[config.mk]
export PLATFORM = sky130hd
export DESIGN_NAME = vsbt_timing
export DESIGN_NICKNAME = d
export VERILOG_FILES = /design/src/rtl/vsbt_pkg.sv /design/src/rtl/vsbt_panel_stage.sv /design/src/rtl/vsbt_timing.sv
export SDC_FILE = /design/constraint.sdc
export NUM_CORES = 1
export LEC_CHECK = 0
export BUFFER_PORTS_ARGS = -buffer_cell sky130_fd_sc_hd__buf_4
export CORE_ASPECT_RATIO = 0.5
export CORE_MARGIN = 2
export CORE_UTILIZATION = 54
export CTS_BUF_LIST = sky130_fd_sc_hd__clkbuf_2
export DETAILED_ROUTE_END_ITERATION = 7
export PLACE_DENSITY = 0.75
export SLEW_MARGIN = 30
export SYNTH_ARGS = -nofsm -noshare
export SYNTH_HDL_FRONTEND = slang
export SYNTH_HIERARCHICAL = 1
export SYNTH_SLANG_ARGS = --single-unit
[constraint.sdc]
create_clock -name core_clk -period 4.7 [get_ports core_clk]
set_input_delay 0.235 -clock core_clk [delete_from_list [all_inputs] [get_ports core_clk]]
set_output_delay 0.235 -clock core_clk [all_outputs]
set_load 0.01 [all_outputs]
[src/rtl/vsbt_pkg.sv]
// Purpose: Shared constants for the vertical sync and blank timing block
// Assumes: Avalon-MM byte addresses, 32-bit data, one register per word
// Notes: Line fields are 11 bits wide; reserved bits read as zero
package vsbt_pkg;

  // Register byte addresses
  localparam logic [15:0] OFS_CRT_VSYNC = 16'h8348;
  localparam logic [15:0] OFS_PANEL_VSYNC = 16'h834c;
  localparam logic [15:0] OFS_CONTROL = 16'h8300;
  localparam logic [15:0] OFS_GEOMETRY = 16'h8304;
  localparam logic [15:0] OFS_BLANK = 16'h8308;
  localparam logic [15:0] OFS_STATUS = 16'h830c;

  // Field layout of the two sync timing registers, the geometry register and the blank register
  localparam int LINE_W = 11;
  localparam int BEGIN_LO = 0;
  localparam int STOP_LO = 16;
  localparam logic [31:0] SYNC_REG_MASK = 32'h07ff07ff;
  localparam logic [31:0] BLANK_REG_MASK = 32'h000007ff;

  // Control register bits
  localparam int CTL_INTERLACE_BIT = 0;
  localparam int CTL_LOCK_BIT = 1;

  // Status register bits
  localparam int STS_FIELD_BIT = 16;
  localparam int STS_VBLANK_BIT = 17;
  localparam int STS_VSYNC_BIT = 18;

  // Reset values
  localparam logic [31:0] SYNC_REG_RESET = 32'h00000000;
  localparam logic [10:0] LINE_RESET = 11'h000;

  // Threshold offsets, in lines
  localparam logic [10:0] CRT_OFFSET = 11'h001;
  localparam logic [10:0] PANEL_OFFSET = 11'h002;
  localparam logic [10:0] ILACE_BLANK_OFFSET = 11'h002;

endpackage

[src/rtl/vsbt_panel_stage.sv]
// Purpose: Flat-panel output stage holding the panel vertical sync
// Assumes: Same clock as the timing comparators
// Notes: Adds one clock of delay after the internal panel sync
`timescale 1ns/1ps

module vsbt_panel_stage (
  input wire logic core_clk,
  input wire logic srst,
  input wire logic fp_vsync_int,
  output logic panel_vsync
);

  typedef struct packed {
    logic vsync;
  } vsbt_stage_t;

  vsbt_stage_t s_r;
  vsbt_stage_t s_nxt;

  ////////////////////////////////////////////////////////////////////////////
  // Capture the internal sync before it reaches the panel pin
  always_comb begin
    s_nxt = s_r;
    s_nxt.vsync = fp_vsync_int;
  end

  always_ff @(posedge core_clk) begin
    if (srst) begin
      s_r <= '0;
    end else begin
      s_r <= s_nxt;
    end
  end

  assign panel_vsync = s_r.vsync;

endmodule // vsbt_panel_stage

[src/rtl/vsbt_timing.sv]
// Purpose: Vertical blank, CRT sync and panel sync comparators with registers
// Assumes: Line events come from horizontal timing, synchronous to core_clk
// Notes: Thresholds are compared against the scan line counter only
// Operation
// Blank asserts at line equal to blank-start field plus one.
// Software programs blank start as visible count plus one when interlaced.
// Interlaced mode has no border; blank follows total and visible counts.
// CRT vertical sync ends at line equal to sync-stop field plus one.
// CRT vertical sync begins at line equal to sync-begin field plus one.
// Interlaced counter advances at mid-line and at line end.
// Odd total interlaced: sync alternates mid-line and line end per field.
// Internal panel sync ends at panel stop field plus two.
// Internal panel sync begins at panel begin field plus two.
// Panel sync is registered once before leaving for the panel.
// CRT sync register is read/write; writes blocked while locked.
// Panel sync register is read/write; writes blocked while locked.
// All vertical thresholds compare against scan lines.
// Visible count is displayed lines minus one; thresholds relate to it.
// Line counter starts at zero each frame and wraps after total.
// Software writes zero to reserved bits of both sync registers.
//
// Decided for this implementation: the Avalon-MM interface to the registers.
`timescale 1ns/1ps

module vsbt_timing (
  input wire logic core_clk,
  input wire logic srst,
  input wire logic line_end_pls,
  input wire logic mid_line_pls,
  input wire logic [15:0] avs_address,
  input wire logic avs_read,
  input wire logic avs_write,
  input wire logic [3:0] avs_byteenable,
  input wire logic [31:0] avs_writedata,
  output logic avs_waitrequest,
  output logic [31:0] avs_readdata,
  output logic vblank,
  output logic crt_vsync,
  output logic panel_vsync
);

  typedef struct packed {
    logic [31:0] crt_reg;
    logic [31:0] panel_reg;
    logic interlace;
    logic lock;
    logic [10:0] total;
    logic [10:0] visible;
    logic [10:0] blank_start;
    logic [10:0] line;
    logic field;
    logic vblank;
    logic vsync;
    logic fp_int;
    logic wreq;
    logic [31:0] rdata;
  } vsbt_state_t;

  vsbt_state_t s_r;
  vsbt_state_t s_nxt;

  logic adv;
  logic wr_go;
  logic [10:0] line_nxt;
  logic [10:0] blank_thr;
  logic [10:0] crt_begin;
  logic [10:0] crt_stop;
  logic [10:0] fp_begin;
  logic [10:0] fp_stop;
  logic [31:0] geo_wr;
  logic [31:0] blank_wr;

  ////////////////////////////////////////////////////////////////////////////
  // Helpers

  // Byte-lane merge for the sync, geometry and blank registers
  function automatic logic [31:0] merge32(input logic [31:0] old_v,
                                          input logic [31:0] new_v,
                                          input logic [3:0] be);
    logic [31:0] res;
    res = old_v;
    for (int i = 0; i < 4; i++) begin
      if (be[i]) begin
        res[i*8 +: 8] = new_v[i*8 +: 8];
      end
    end
    return res;
  endfunction

  // Field plus a line offset, wrapping inside 11 bits
  function automatic logic [10:0] line_plus(input logic [10:0] v, input logic [10:0] k);
    return 11'(v + k);
  endfunction

  ////////////////////////////////////////////////////////////////////////////
  // Field extraction and thresholds
  assign crt_begin = s_r.crt_reg[vsbt_pkg::BEGIN_LO +: vsbt_pkg::LINE_W];
  assign crt_stop = s_r.crt_reg[vsbt_pkg::STOP_LO +: vsbt_pkg::LINE_W];
  assign fp_begin = s_r.panel_reg[vsbt_pkg::BEGIN_LO +: vsbt_pkg::LINE_W];
  assign fp_stop = s_r.panel_reg[vsbt_pkg::STOP_LO +: vsbt_pkg::LINE_W];
  // Merged write images, since a call result cannot be part-selected
  assign geo_wr = merge32({5'h00, s_r.total, 5'h00, s_r.visible}, avs_writedata,
                          avs_byteenable);
  assign blank_wr = merge32({21'h000000, s_r.blank_start}, avs_writedata,
                            avs_byteenable);
  // No border when interlaced, so blank is derived from the visible count
  assign blank_thr = s_r.interlace ?
                     line_plus(s_r.visible, vsbt_pkg::ILACE_BLANK_OFFSET) :
                     line_plus(s_r.blank_start, vsbt_pkg::CRT_OFFSET);

  // Counter steps on line ends, plus mid-lines when interlaced
  assign adv = line_end_pls | (s_r.interlace & mid_line_pls);
  // Wrap after the programmed total
  assign line_nxt = (s_r.line == s_r.total) ? vsbt_pkg::LINE_RESET :
                    line_plus(s_r.line, 11'h001);
  // Write commits only on the edge where waitrequest is seen low
  assign wr_go = avs_write & ~s_r.wreq;

  ////////////////////////////////////////////////////////////////////////////
  // Next state
  always_comb begin
    s_nxt = s_r;

    // Line counter and comparators; stop beats begin when they coincide
    if (adv) begin
      s_nxt.line = line_nxt;
      if (line_nxt == vsbt_pkg::LINE_RESET) begin
        s_nxt.vblank = 1'b0;
        // Odd half-line count per field makes sync land alternately
        s_nxt.field = s_r.interlace ? ~s_r.field : 1'b0;
      end
      if (line_nxt == blank_thr) begin
        s_nxt.vblank = 1'b1;
      end
      if (line_nxt == line_plus(crt_begin, vsbt_pkg::CRT_OFFSET)) begin
        s_nxt.vsync = 1'b1;
      end
      if (line_nxt == line_plus(crt_stop, vsbt_pkg::CRT_OFFSET)) begin
        s_nxt.vsync = 1'b0;
      end
      if (line_nxt == line_plus(fp_begin, vsbt_pkg::PANEL_OFFSET)) begin
        s_nxt.fp_int = 1'b1;
      end
      if (line_nxt == line_plus(fp_stop, vsbt_pkg::PANEL_OFFSET)) begin
        s_nxt.fp_int = 1'b0;
      end
    end

    // One wait state per access, then release for one cycle
    s_nxt.wreq = 1'b1;
    if ((avs_read | avs_write) & s_r.wreq) begin
      s_nxt.wreq = 1'b0;
    end

    // Read data are loaded as waitrequest drops, so they stand at that edge
    if (avs_read & s_r.wreq) begin
      unique case (avs_address)
        vsbt_pkg::OFS_CRT_VSYNC: begin
          s_nxt.rdata = s_r.crt_reg;
        end
        vsbt_pkg::OFS_PANEL_VSYNC: begin
          s_nxt.rdata = s_r.panel_reg;
        end
        vsbt_pkg::OFS_CONTROL: begin
          s_nxt.rdata = '0;
          s_nxt.rdata[vsbt_pkg::CTL_INTERLACE_BIT] = s_r.interlace;
          s_nxt.rdata[vsbt_pkg::CTL_LOCK_BIT] = s_r.lock;
        end
        vsbt_pkg::OFS_GEOMETRY: begin
          s_nxt.rdata = '0;
          s_nxt.rdata[vsbt_pkg::STOP_LO +: vsbt_pkg::LINE_W] = s_r.total;
          s_nxt.rdata[vsbt_pkg::BEGIN_LO +: vsbt_pkg::LINE_W] = s_r.visible;
        end
        vsbt_pkg::OFS_BLANK: begin
          s_nxt.rdata = {21'h000000, s_r.blank_start};
        end
        vsbt_pkg::OFS_STATUS: begin
          s_nxt.rdata = {21'h000000, s_r.line};
          s_nxt.rdata[vsbt_pkg::STS_FIELD_BIT] = s_r.field;
          s_nxt.rdata[vsbt_pkg::STS_VBLANK_BIT] = s_r.vblank;
          s_nxt.rdata[vsbt_pkg::STS_VSYNC_BIT] = s_r.vsync;
        end
        default: begin
          s_nxt.rdata = '0; // Unmapped reads return zero
        end
      endcase
    end

    // Writes; the lock guards the sync, geometry and blank registers, not control
    if (wr_go) begin
      unique case (avs_address)
        vsbt_pkg::OFS_CRT_VSYNC: begin
          if (!s_r.lock) begin
            s_nxt.crt_reg = merge32(s_r.crt_reg, avs_writedata, avs_byteenable) &
                            vsbt_pkg::SYNC_REG_MASK;
          end
        end
        vsbt_pkg::OFS_PANEL_VSYNC: begin
          if (!s_r.lock) begin
            s_nxt.panel_reg = merge32(s_r.panel_reg, avs_writedata, avs_byteenable) &
                              vsbt_pkg::SYNC_REG_MASK;
          end
        end
        vsbt_pkg::OFS_CONTROL: begin
          if (avs_byteenable[0]) begin
            s_nxt.interlace = avs_writedata[vsbt_pkg::CTL_INTERLACE_BIT];
            s_nxt.lock = avs_writedata[vsbt_pkg::CTL_LOCK_BIT];
          end
        end
        vsbt_pkg::OFS_GEOMETRY: begin
          if (!s_r.lock) begin
            s_nxt.total = geo_wr[vsbt_pkg::STOP_LO +: vsbt_pkg::LINE_W];
            s_nxt.visible = geo_wr[vsbt_pkg::BEGIN_LO +: vsbt_pkg::LINE_W];
          end
        end
        vsbt_pkg::OFS_BLANK: begin
          if (!s_r.lock) begin
            s_nxt.blank_start = blank_wr[vsbt_pkg::BEGIN_LO +: vsbt_pkg::LINE_W];
          end
        end
        default: begin
          s_nxt.rdata = s_r.rdata; // Unmapped or read-only writes are dropped
        end
      endcase
    end
  end

  ////////////////////////////////////////////////////////////////////////////
  // State register
  always_ff @(posedge core_clk) begin
    if (srst) begin
      s_r <= '0;
      s_r.crt_reg <= vsbt_pkg::SYNC_REG_RESET;
      s_r.panel_reg <= vsbt_pkg::SYNC_REG_RESET;
      s_r.wreq <= 1'b1;
    end else begin
      s_r <= s_nxt;
    end
  end

  assign avs_waitrequest = s_r.wreq;
  assign avs_readdata = s_r.rdata;
  assign vblank = s_r.vblank;
  assign crt_vsync = s_r.vsync;

  ////////////////////////////////////////////////////////////////////////////
  // Panel output stage
  vsbt_panel_stage u_panel_stage (
    .core_clk(core_clk),
    .srst(srst),
    .fp_vsync_int(s_r.fp_int),
    .panel_vsync(panel_vsync)
  );

  ////////////////////////////////////////////////////////////////////////////
  // Checks

  blank_rise_a: assert property (@(posedge core_clk) disable iff (srst)
    $rose(s_r.vblank) && !$past(s_r.interlace) |->
      s_r.line == 11'($past(s_r.blank_start) + 11'h001))
    else $error("blank rose at wrong line");

  ilace_blank_a: assert property (@(posedge core_clk) disable iff (srst)
    $rose(s_r.vblank) && $past(s_r.interlace) |->
      s_r.line == 11'($past(s_r.visible) + 11'h002))
    else $error("interlaced blank rose at wrong line");

  sync_rise_a: assert property (@(posedge core_clk) disable iff (srst)
    $rose(crt_vsync) |-> s_r.line == 11'($past(crt_begin) + 11'h001))
    else $error("crt sync rose at wrong line");

  sync_fall_a: assert property (@(posedge core_clk) disable iff (srst)
    $fell(crt_vsync) |-> s_r.line == 11'($past(crt_stop) + 11'h001))
    else $error("crt sync fell at wrong line");

  panel_rise_a: assert property (@(posedge core_clk) disable iff (srst)
    $rose(s_r.fp_int) |-> s_r.line == 11'($past(fp_begin) + 11'h002))
    else $error("panel sync rose at wrong line");

  panel_fall_a: assert property (@(posedge core_clk) disable iff (srst)
    $fell(s_r.fp_int) |-> s_r.line == 11'($past(fp_stop) + 11'h002))
    else $error("panel sync fell at wrong line");

  panel_delay_a: assert property (@(posedge core_clk) disable iff (srst)
    s_r.fp_int != panel_vsync |=> panel_vsync == $past(s_r.fp_int))
    else $error("panel sync not registered once");

  crt_lock_a: assert property (@(posedge core_clk) disable iff (srst)
    wr_go && s_r.lock && avs_address == vsbt_pkg::OFS_CRT_VSYNC |=> $stable(s_r.crt_reg))
    else $error("locked crt register changed");

  panel_lock_a: assert property (@(posedge core_clk) disable iff (srst)
    wr_go && s_r.lock && avs_address == vsbt_pkg::OFS_PANEL_VSYNC |=>
      $stable(s_r.panel_reg))
    else $error("locked panel register changed");

  line_wrap_a: assert property (@(posedge core_clk) disable iff (srst)
    adv && s_r.line == s_r.total |=> s_r.line == 11'h000 ##1 !adv [*2] |-> s_r.line == 11'h000)
    else $error("line counter failed to wrap");

  half_line_a: assert property (@(posedge core_clk) disable iff (srst)
    s_r.interlace && mid_line_pls && s_r.line != s_r.total |=>
      s_r.line == 11'($past(s_r.line) + 11'h001))
    else $error("mid-line did not advance counter");

  line_hold_a: assert property (@(posedge core_clk) disable iff (srst)
    !adv |=> $stable(s_r.line))
    else $error("line counter moved without a line event");

  wait_pulse_a: assert property (@(posedge core_clk) disable iff (srst)
    (avs_read || avs_write) && avs_waitrequest |=> !avs_waitrequest ##1 avs_waitrequest)
    else $error("waitrequest did not pulse low once");

  // Counter, field, blank, panel, lock and handshake checks
  field_flip_a: assert property (@(posedge core_clk) disable iff (srst)
    adv && s_r.interlace && s_r.line == s_r.total |=> s_r.field != $past(s_r.field))
    else $error("field bit did not toggle at wrap");

  prog_mid_a: assert property (@(posedge core_clk) disable iff (srst)
    !s_r.interlace && mid_line_pls && !line_end_pls |=> $stable(s_r.line))
    else $error("mid-line moved counter while progressive");

  line_step_a: assert property (@(posedge core_clk) disable iff (srst)
    adv && s_r.line != s_r.total |=> s_r.line == 11'($past(s_r.line) + 11'h001))
    else $error("line counter did not step by one");

  blank_clear_a: assert property (@(posedge core_clk) disable iff (srst)
    $fell(vblank) |-> s_r.line == vsbt_pkg::LINE_RESET)
    else $error("blank cleared away from line zero");

  panel_lag_a: assert property (@(posedge core_clk) disable iff (srst)
    $rose(s_r.fp_int) |=> panel_vsync)
    else $error("panel sync did not follow one clock later");

  lock_geom_a: assert property (@(posedge core_clk) disable iff (srst)
    wr_go && s_r.lock && avs_address == vsbt_pkg::OFS_GEOMETRY |=>
      $stable(s_r.total) && $stable(s_r.visible))
    else $error("locked geometry changed");

  wait_rest_a: assert property (@(posedge core_clk) disable iff (srst)
    !avs_read && !avs_write && avs_waitrequest |=> avs_waitrequest)
    else $error("waitrequest dropped with no request");

  rdata_hold_a: assert property (@(posedge core_clk) disable iff (srst)
    !(avs_read && avs_waitrequest) |=> $stable(avs_readdata))
    else $error("read data changed without a new read");

endmodule // vsbt_timing

**Word level (Yosys, flattened, before mapping)**

Cells that the tools add are included.

- Flip-flop bits (word level): 128
- Input port bits: 58
- Logic and storage cells: 91

- $add $sub $neg: 7
- Eq/ne operators: 13
- Muxes and demuxes: 14
- Bitwise logic cells: 9
- Reductions and logical operators: 24

Operators with widths:

| operator | number |
|---|---|
| $pmux 27 s6 | 1 |
| $eq 16x16->1 const B | 6 |
| $mux 32 | 3 |
| $eq 11x11->1 | 6 |
| $reduce_and 4->1 | 14 |
| $add 11x1->11 const B | 4 |
| $add 11x2->11 const B | 3 |
| $mux 11 | 2 |
| $logic_not 11->1 | 1 |
| $mux 1 | 8 |
| $reduce_and 2->1 | 4 |
| $reduce_bool 2->1 | 3 |
| $reduce_or 5->1 | 1 |
| $and 1x1->1 | 4 |
| $not 1->1 | 3 |
| $reduce_and 3->1 | 1 |
| $ne 2x2->1 const B | 1 |
| $or 1x1->1 | 2 |

**Depth between registers and ports, before layout**

Gate-level depths: netlist of the first run.

- Depth after elaboration: 5
- Mapped depth: 12

**Cells and area by module**

The synthesis of the first run kept the hierarchy.

By module, submodules not included:

| module | times used | cells an instance | area each (um2) |
|---|---|---|---|
| vsbt_timing | 1 | 976 | 7604.8 |
| vsbt_panel_stage | 1 | 2 | 33.8 |

**Worst setup path before layout of the first run**

No wires, ideal clock.

- Kind: flip-flop to flip-flop
- Start: reg s_r[37] in the netlist's numbering
- End: reg s_r[36] in the netlist's numbering
- Arrival time: 2355 ps
- Data required time: 4572 ps
- Setup slack: 2218 ps
- Cell stages (with the launch flop): 11
- Buffers on the path: 1
- Clock period less this slack: 2482 ps
- Cells stage by stage: dfxtp_1 > ha_1 > clkbuf_1 > xnor2_1 > nand2_1 > nor2_1 > a31oi_1 > or3_1 > nor4_2 > mux2i_1 > nor2_1

- Cells in the longest elaborated chain, start to end: 4
- Elaborated cells on any way between the ends: 5

Ends and longest elaborated chain:

| item | RTL line | text |
|---|---|---|
| start, declared | vsbt_timing.sv:59 | `vsbt_state_t s_r;` |
| start signal, assigned | vsbt_timing.sv:237 | `s_r <= s_nxt;` |
| $add 11x1->11 or $eq 11x11->1 (tied branches) | vsbt_timing.sv:92, vsbt_timing.sv:114 |  |
| $mux 11 * | vsbt_timing.sv:114 | `assign line_nxt = (s_r.line == s_r.total) ? vsbt_pkg::LINE_RESET :` |
| $logic_not 11->1 * | vsbt_timing.sv:127 | `if (line_nxt == vsbt_pkg::LINE_RESET) begin` |
| $reduce_and 2->1 (no source line) * | n/a |  |

Mark *: on every way between the ends. The rest lies on a longest branch, timed or not.
A chain may end at the register's enable or synchronous reset.

**Worst setup path in the final report of the first run**

Ends and elaborated chain as after synthesis.

==> metrics.md, run 1 <==
| Metric | Value |
|---|---|
| Final min period | 3.48 ns |
| R2R Path Start | s_r[37] |
| Number of H-tree levels | 4 |
| Starting Density | 55.8% |
| Sw frac | 29.0% |
| CTS clk-pin slew, worst paths | 0.19 ns |
| CP Max Fanout | 21 |
| Most common cell after layout, fill and taps aside | nand2_1 |
| Yosys warning count | 6 |
| Tcrit/Tclk final | 74.0% |
| #FFs+latches synth | 118 |
| Gate power share | 7.2% |
| Status | complete, no violations |
| RSZ-0062 raised after global routing | false |
| Pint | 1180 uW |
| Critical Path Sink Type | flop |
| Leakage Power | 0.00327 uW |
| Drt drc | 0 |
| Die width | 172 um |
| Peak Freq | 0.288 GHz |
| Asr flop ratio synth | 0% |
| Count of cell types in the netlist | 70 |
| Slowest CP cell | dfxtp_1 |
| Via count | 7627 |
| Ratio of cells with drive above 1 in the final layout | 13.9% |
| WP buf/inv | 0 |
| Grt ovf | 0 |
| CP Data Required Time | 5.25 ns |
| Crit-path leading delay family | simple AND/OR/NAND/NOR gates |
| Io pins | 94 |
| Worst reg2reg endpoint | s_r[36] |
| Post-synth EDFFs | 0 |
| Resize count post-CTS | 0 |
| Power consumption | 1660 uW |
| All-layer global routing usage | 32.3% |
| Reg power frac | 60.4% |
| Initial DRC count | 1042 |
| HPWL after DPL | 17400 um |
| Post-DRT Antenna Nets | 0 |
| Startpoint class of the critical path | flop |
| Die area | 15200 um^2 |
| Worst Hold Class | in2reg |
| CORE AREA | 13700 um^2 |
| Most frequent cells in the layout | nand2_1, dfxtp_1, nor2_1 |
| Pwr/cell area | 194 nW/um^2 |
| ANT cells | 0 |
| Clk_lat worst skew | 0.68 ns |
| Root Driver | clkbuf_2 |
| Pre-CTS WS | 1.34 ns |
| Cells after Synth | 978 |
| Avg Cell Area, Syn | 7.81 um^2 |
| First-pass DRT Iterations | 6 |
| Row count | 30 |
| Endpoint, Worst Hold | fp_begin[8] |
| Post-Syn Area | 7640 um^2 |
| Synth area leader | dfxtp_1 |
| Final setup margin | 1.22 ns |
| Setup-failing EPs final | 0 |
| Final GP Congestion | 0.998 |
| Clk buf depth | 2 |
| WHS Path Cells | 5 |
| Clk network pwr share | 32.4% |
| Top_reg_cell synth | dfxtp_1 |
| Fraction of the yosys area taken by sequential cells | 30.9% |
| R2R depth | 8 |
| Yosys top cell area share | 30.9% |
| Rel. slew slack | 39.7% |
| Cells along the critical path | xor2_1 -> nor3_2 -> nand3_1 -> and2_1 -> or3_1 -> nor4_2 -> mux2i_1 -> nor2_1 |
| Worst slew pin tran | 0.899 ns |
| Clk_skew | 0.0328 ns |
| Vias per cell | 6.19 |
| Peak supply drop | 0.000107 V |
| Area grow syn2layout | 12.0% |
| Num CTS Buffers | 17 |
| Final wirelength | 23900 um |
| Crit path largest cell delay | 0.88 ns |
| Final Hold Vio Count | 0 |
| Final nets | 1094 |
| DIE HEIGHT | 88.1 um |
| Initial antenna violation count | 0 |
| Port Buffers | 73 |
| Max Cap Violations | 0 |
| Arr. time, crit path | 4.03 ns |
| Synth top area cells | dfxtp_1, mux2i_1, nand2_1 |
| Avg WL per Cell | 19.4 um |
| Setup Crit Path Kind | reg2reg |
| Sw Pwr | 481 uW |
| Largest net degree at the start of global routing | 80 |
| Vias in the first global route | 6760 |
| Hold wc startpoint | avs_byteenable[1] |
| Final TNS setup | 0 ns |
| CTS tree | built |
| Reg2Reg Setup Slack | 1.22 ns |
| Slew Viols, Final | 0 |
| CTS Sinks | 118 |
| First-pass GRT wire length | 37000 um |
cells by family (layout without fill, tap and decap cells):
logic type | Yosys count | after routing | synth area share (%)
and+or+nand+nor | 395 | 395 | 24.6
AOI/OAI and AO/OA | 197 | 197 | 16.5
DFF | 118 | 118 | 30.9
buffers and inverters | 100 | 154 | 6.86
xor gates and xnor gates | 93 | 93 | 10.7
muxes | 67 | 67 | 9.21
adders and majority gates | 7 | 7 | 1.15
other | 1 | 10 | 0.0491
how the worst max path moves through the flow:
stage,startpoint,slack [ns],endpoint,cells past startpoint
finish,s_r[37],1.22,s_r[36],8
detailed placement,s_r[37],1.34,s_r[36],8
CTS,s_r[37],1.33,s_r[36],8
global route,s_r[37],0.98,s_r[36],8
floorplan,s_r[37],2.22,s_r[36],10
global placement,s_r[37],1.44,s_r[36],8
cell usage after synthesis, types with 4 or more instances:
cell type	number
nor3_1	15
or3_1	6
a31oi_1	10
nand2_1	139
ha_1	7
nand4_1	14
nor3b_1	4
xor2_1	44
buf_4	35
a211oi_1	4
xnor2_1	49
a22oi_1	9
mux2i_1	59
and2_1	6
dfxtp_1	118
o21ai_0	29
nand3_1	59
nor4bb_1	4
and3_1	9
mux2_2	6
a31o_2	5
and4_1	4
buf_2	8
inv_1	9
nor2_1	102
o211ai_1	6
a21o_1	4
nor4_1	7
clkbuf_1	45
a21oi_1	82
a22o_1	19
what timing repair did:
item	4_1_cts	5_1_grt
hold endpoints to repair	81	0
hold buffers	28	0
setup buffers	0	0
layout make-up:
class,count,area (um^2)
timing repair buffer,114,926
inverter,9,33.8
clock inverter,14,90.1
multi-input combinational,769,4820
tap,192,240
clock buffer,17,85.1
sequential,118,2360
fill,1246,5140
sequential cells by signal (all words and copies together) (netlist names):
| signal | cells |
|---|---|
| fp_stop | 11 |
| avs_waitrequest | 1 |
| avs_readdata | 22 |
| s_r | 48 |
| fp_begin | 11 |
| crt_begin | 11 |
| u_panel_stage/panel_vsync | 1 |
| crt_vsync | 1 |
| vblank | 1 |
| crt_stop | 11 |
power by group through the flow:
stage               combinational (uW)  sequential (uW)  clock [uW]
floorplan                         49.2             1020           0
global placement                  99.0             1020           0
detailed placement                99.3             1020           0
CTS                                116             1000         541
global route                       127             1000         588
finish                             119             1000         538
metal layers:
metal | GRT usage [%] | part of all wire, % | vias up
met5 | 0 | 0 | -
met4 | 11.8 | 3.4 | 0
met3 | 8.31 | 12 | 84
met2 | 48.4 | 42 | 457
met1 | 45.1 | 44 | 3563
li1 | - | - | 3523
tightest hold or removal path, cell delays in order:
cell and delay [ns]:
buf_4 0.13, nand2_1 0.11, nor2_1 0.08, nand2_1 0.07
a21oi_1 0.05
through the flow:
stage | hold WS (ns) | util (%) | std cells | instance area (um^2)
global placement | 0.439 | 59.0 | 1174 | 8080
CTS | 0.00477 | 62.3 | 1233 | 8530
floorplan | 0.299 | - | 987 | 7670
finish | 0.0218 | 62.5 | 1233 | 8560
detailed placement | 0.447 | 59.0 | 1174 | 8080
global route | 0.00703 | 62.5 | 1233 | 8560
No activity file was read; power rests on OpenSTA's default activity.
==> run 2, diff against run 1 <==
==> constraint.sdc (replaced) <==
create_clock -name core_clk -period 3.3 [get_ports core_clk]
set_input_delay 0.165 -clock core_clk [delete_from_list [all_inputs] [get_ports core_clk]]
set_output_delay 0.165 -clock core_clk [all_outputs]
set_load 0.01 [all_outputs]
==> metrics.md, run 2 (synthesis results as in run 1) <==
| Metric | Value |
|---|---|
| Number of setup buffers added after CTS | 0 |
| Final nets | 1122 |
| Arr. time, crit path | 3.61 ns |
| Startpoint class of the critical path | flop |
| Pwr/cell area | 292 nW/um^2 |
| Starting Density | 55.8% |
| Met3 Routed Length | 2400 um |
| Root Driver | clkbuf_2 |
| HPWL after DPL | 17600 um |
| Critical path startpoint | s_r[37] |
| Port Buffers | 73 |
| CORE AREA | 13700 um^2 |
| Drt drc | 0 |
| Clk_lat worst skew | 0.72 ns |
| Clk_skew | 0.0414 ns |
| DIE HEIGHT | 88.1 um |
| All-layer global routing usage | 33.1% |
| CP Data Required Time | 3.87 ns |
| CP Max Fanout | 10 |
| Setup Crit Path Kind | reg2reg |
| Setup-failing EPs final | 0 |
| Area grow syn2layout | 15.8% |
| ANT cells | 0 |
| Vias per cell | 6.10 |
| Vias in the first global route | 7089 |
| Ratio of cells with drive above 1 in the final layout | 14.8% |
| Status | complete, no violations |
| Top reg by flops | s_r |
| Top layer in use | met4 |
| CTS Sinks | 118 |
| Most common cell after layout, fill and taps aside | nand2_1 |
| Rel. slew slack | 32.3% |
| Hold wc startpoint | avs_address[4] |
| Max FFs per register | 48 |
| CTS clk-pin slew, worst paths | 0.21 ns |
| Grt ovf | 0 |
| Met1 Wirelength | 11200 um |
| Worst Hold Class | in2reg |
| Final TNS setup | 0 ns |
| Row count | 30 |
| Largest net degree at the start of global routing | 77 |
| RSZ-0062 raised after global routing | false |
| Placed insts | 1185 |
| Clk buf depth | 2 |
| Peak supply drop | 0.000161 V |
| Tcrit/Tclk final | 92.0% |
| Final GP Congestion | 1.02 |
| Final Hold Vio Count | 0 |
| Final wirelength | 24700 um |
| Avg WL per Cell | 19.6 um |
| First-pass GRT wire length | 38000 um |
| Critical Path Sink Type | flop |
| Leakage Power | 0.00343 uW |
| Die area | 15200 um^2 |
| Post-CTS Hold Fix Bufs | 45 |
| Slew Viols, Final | 0 |
| Initial antenna violation count | 0 |
| Worst slew pin tran | 1.01 ns |
| R2R Path Start | s_r[37] |
| Die width | 172 um |
| Resize count post-CTS | 0 |
| CTS tree | built |
| Number of H-tree levels | 4 |
| First-pass DRT Iterations | 5 |
| Num CTS Buffers | 17 |
| Io pins | 94 |
| Most frequent cells in the layout | nand2_1, dfxtp_1, nor2_1 |
| Post-DRT Antenna Nets | 0 |
| Initial DRC count | 1001 |
| Max Cap Violations | 0 |
| Via count | 7700 |
| Final min period | 3.04 ns |
| DR WL met2 | 10500 um |
| Peak Freq | 0.329 GHz |
| Post-Layout Cell Count | 1262 |
-- run 2: where the power goes --
part / switching, uW / leakage, uW / internal (uW) / total (uW)
Sequential: 1.30 / 0.000950 / 1430 / 1430
Clock: 675 / 0.000132 / 298 / 974
Combinational: 101 / 0.00235 / 79.9 / 181
Total: 778 / 0.00343 / 1810 / 2580
-- run 2: cell type report --
class	instances	area (um^2)
timing repair buffer	142	1180
clock buffer	18	90.1
sequential	118	2360
inverter	9	33.8
multi-input combinational	769	4800
tap	192	240
fill	1207	4850
clock inverter	14	144
-- run 2: final timing paths --
kind                       to  slack, ns  cells past startpoint
max                   s_r[36]       0.26                      8
min                   s_r[82]       0.16                      7
max reg2reg           s_r[36]       0.26                      8
min reg2reg  avs_readdata[10]       0.47                      2
-- run 2: stage by stage --
step | utilization, % | hold WS [ns] | cell area, um^2 | total power [uW] | setup WS, ns
after detailed placement | 59.6 | 0.395 | 8160 | 1600 | 0.403
after CTS | 64.6 | 0.100 | 8850 | 2590 | 0.378
final | 64.6 | 0.162 | 8850 | 2580 | 0.265
after floorplan | - | 0.229 | 7670 | 1530 | 0.818
after global routing | 64.6 | 0.133 | 8850 | 2680 | 0.156
after global placement | 59.5 | 0.385 | 8160 | 1600 | 0.496
-- run 2: worst max-delay path, cell delays in order (launching register included) --
cell and delay, ns:
dfxtp_1 0.61, xor2_1 0.15, nor3_2 0.38, and3_1 0.43
nor2_1 0.32, or3_1 0.40, nor4_2 0.34, mux2i_1 0.23
nor2_1 0.05
-- run 2: routing by layer --
layer / global-route usage, % / up-vias
met3: 7.59 / 61
li1: - / 3577
met4: 11.2 / 0
met1: 46.6 / 3638
met5: 1.55 / -
met2: 50.0 / 424
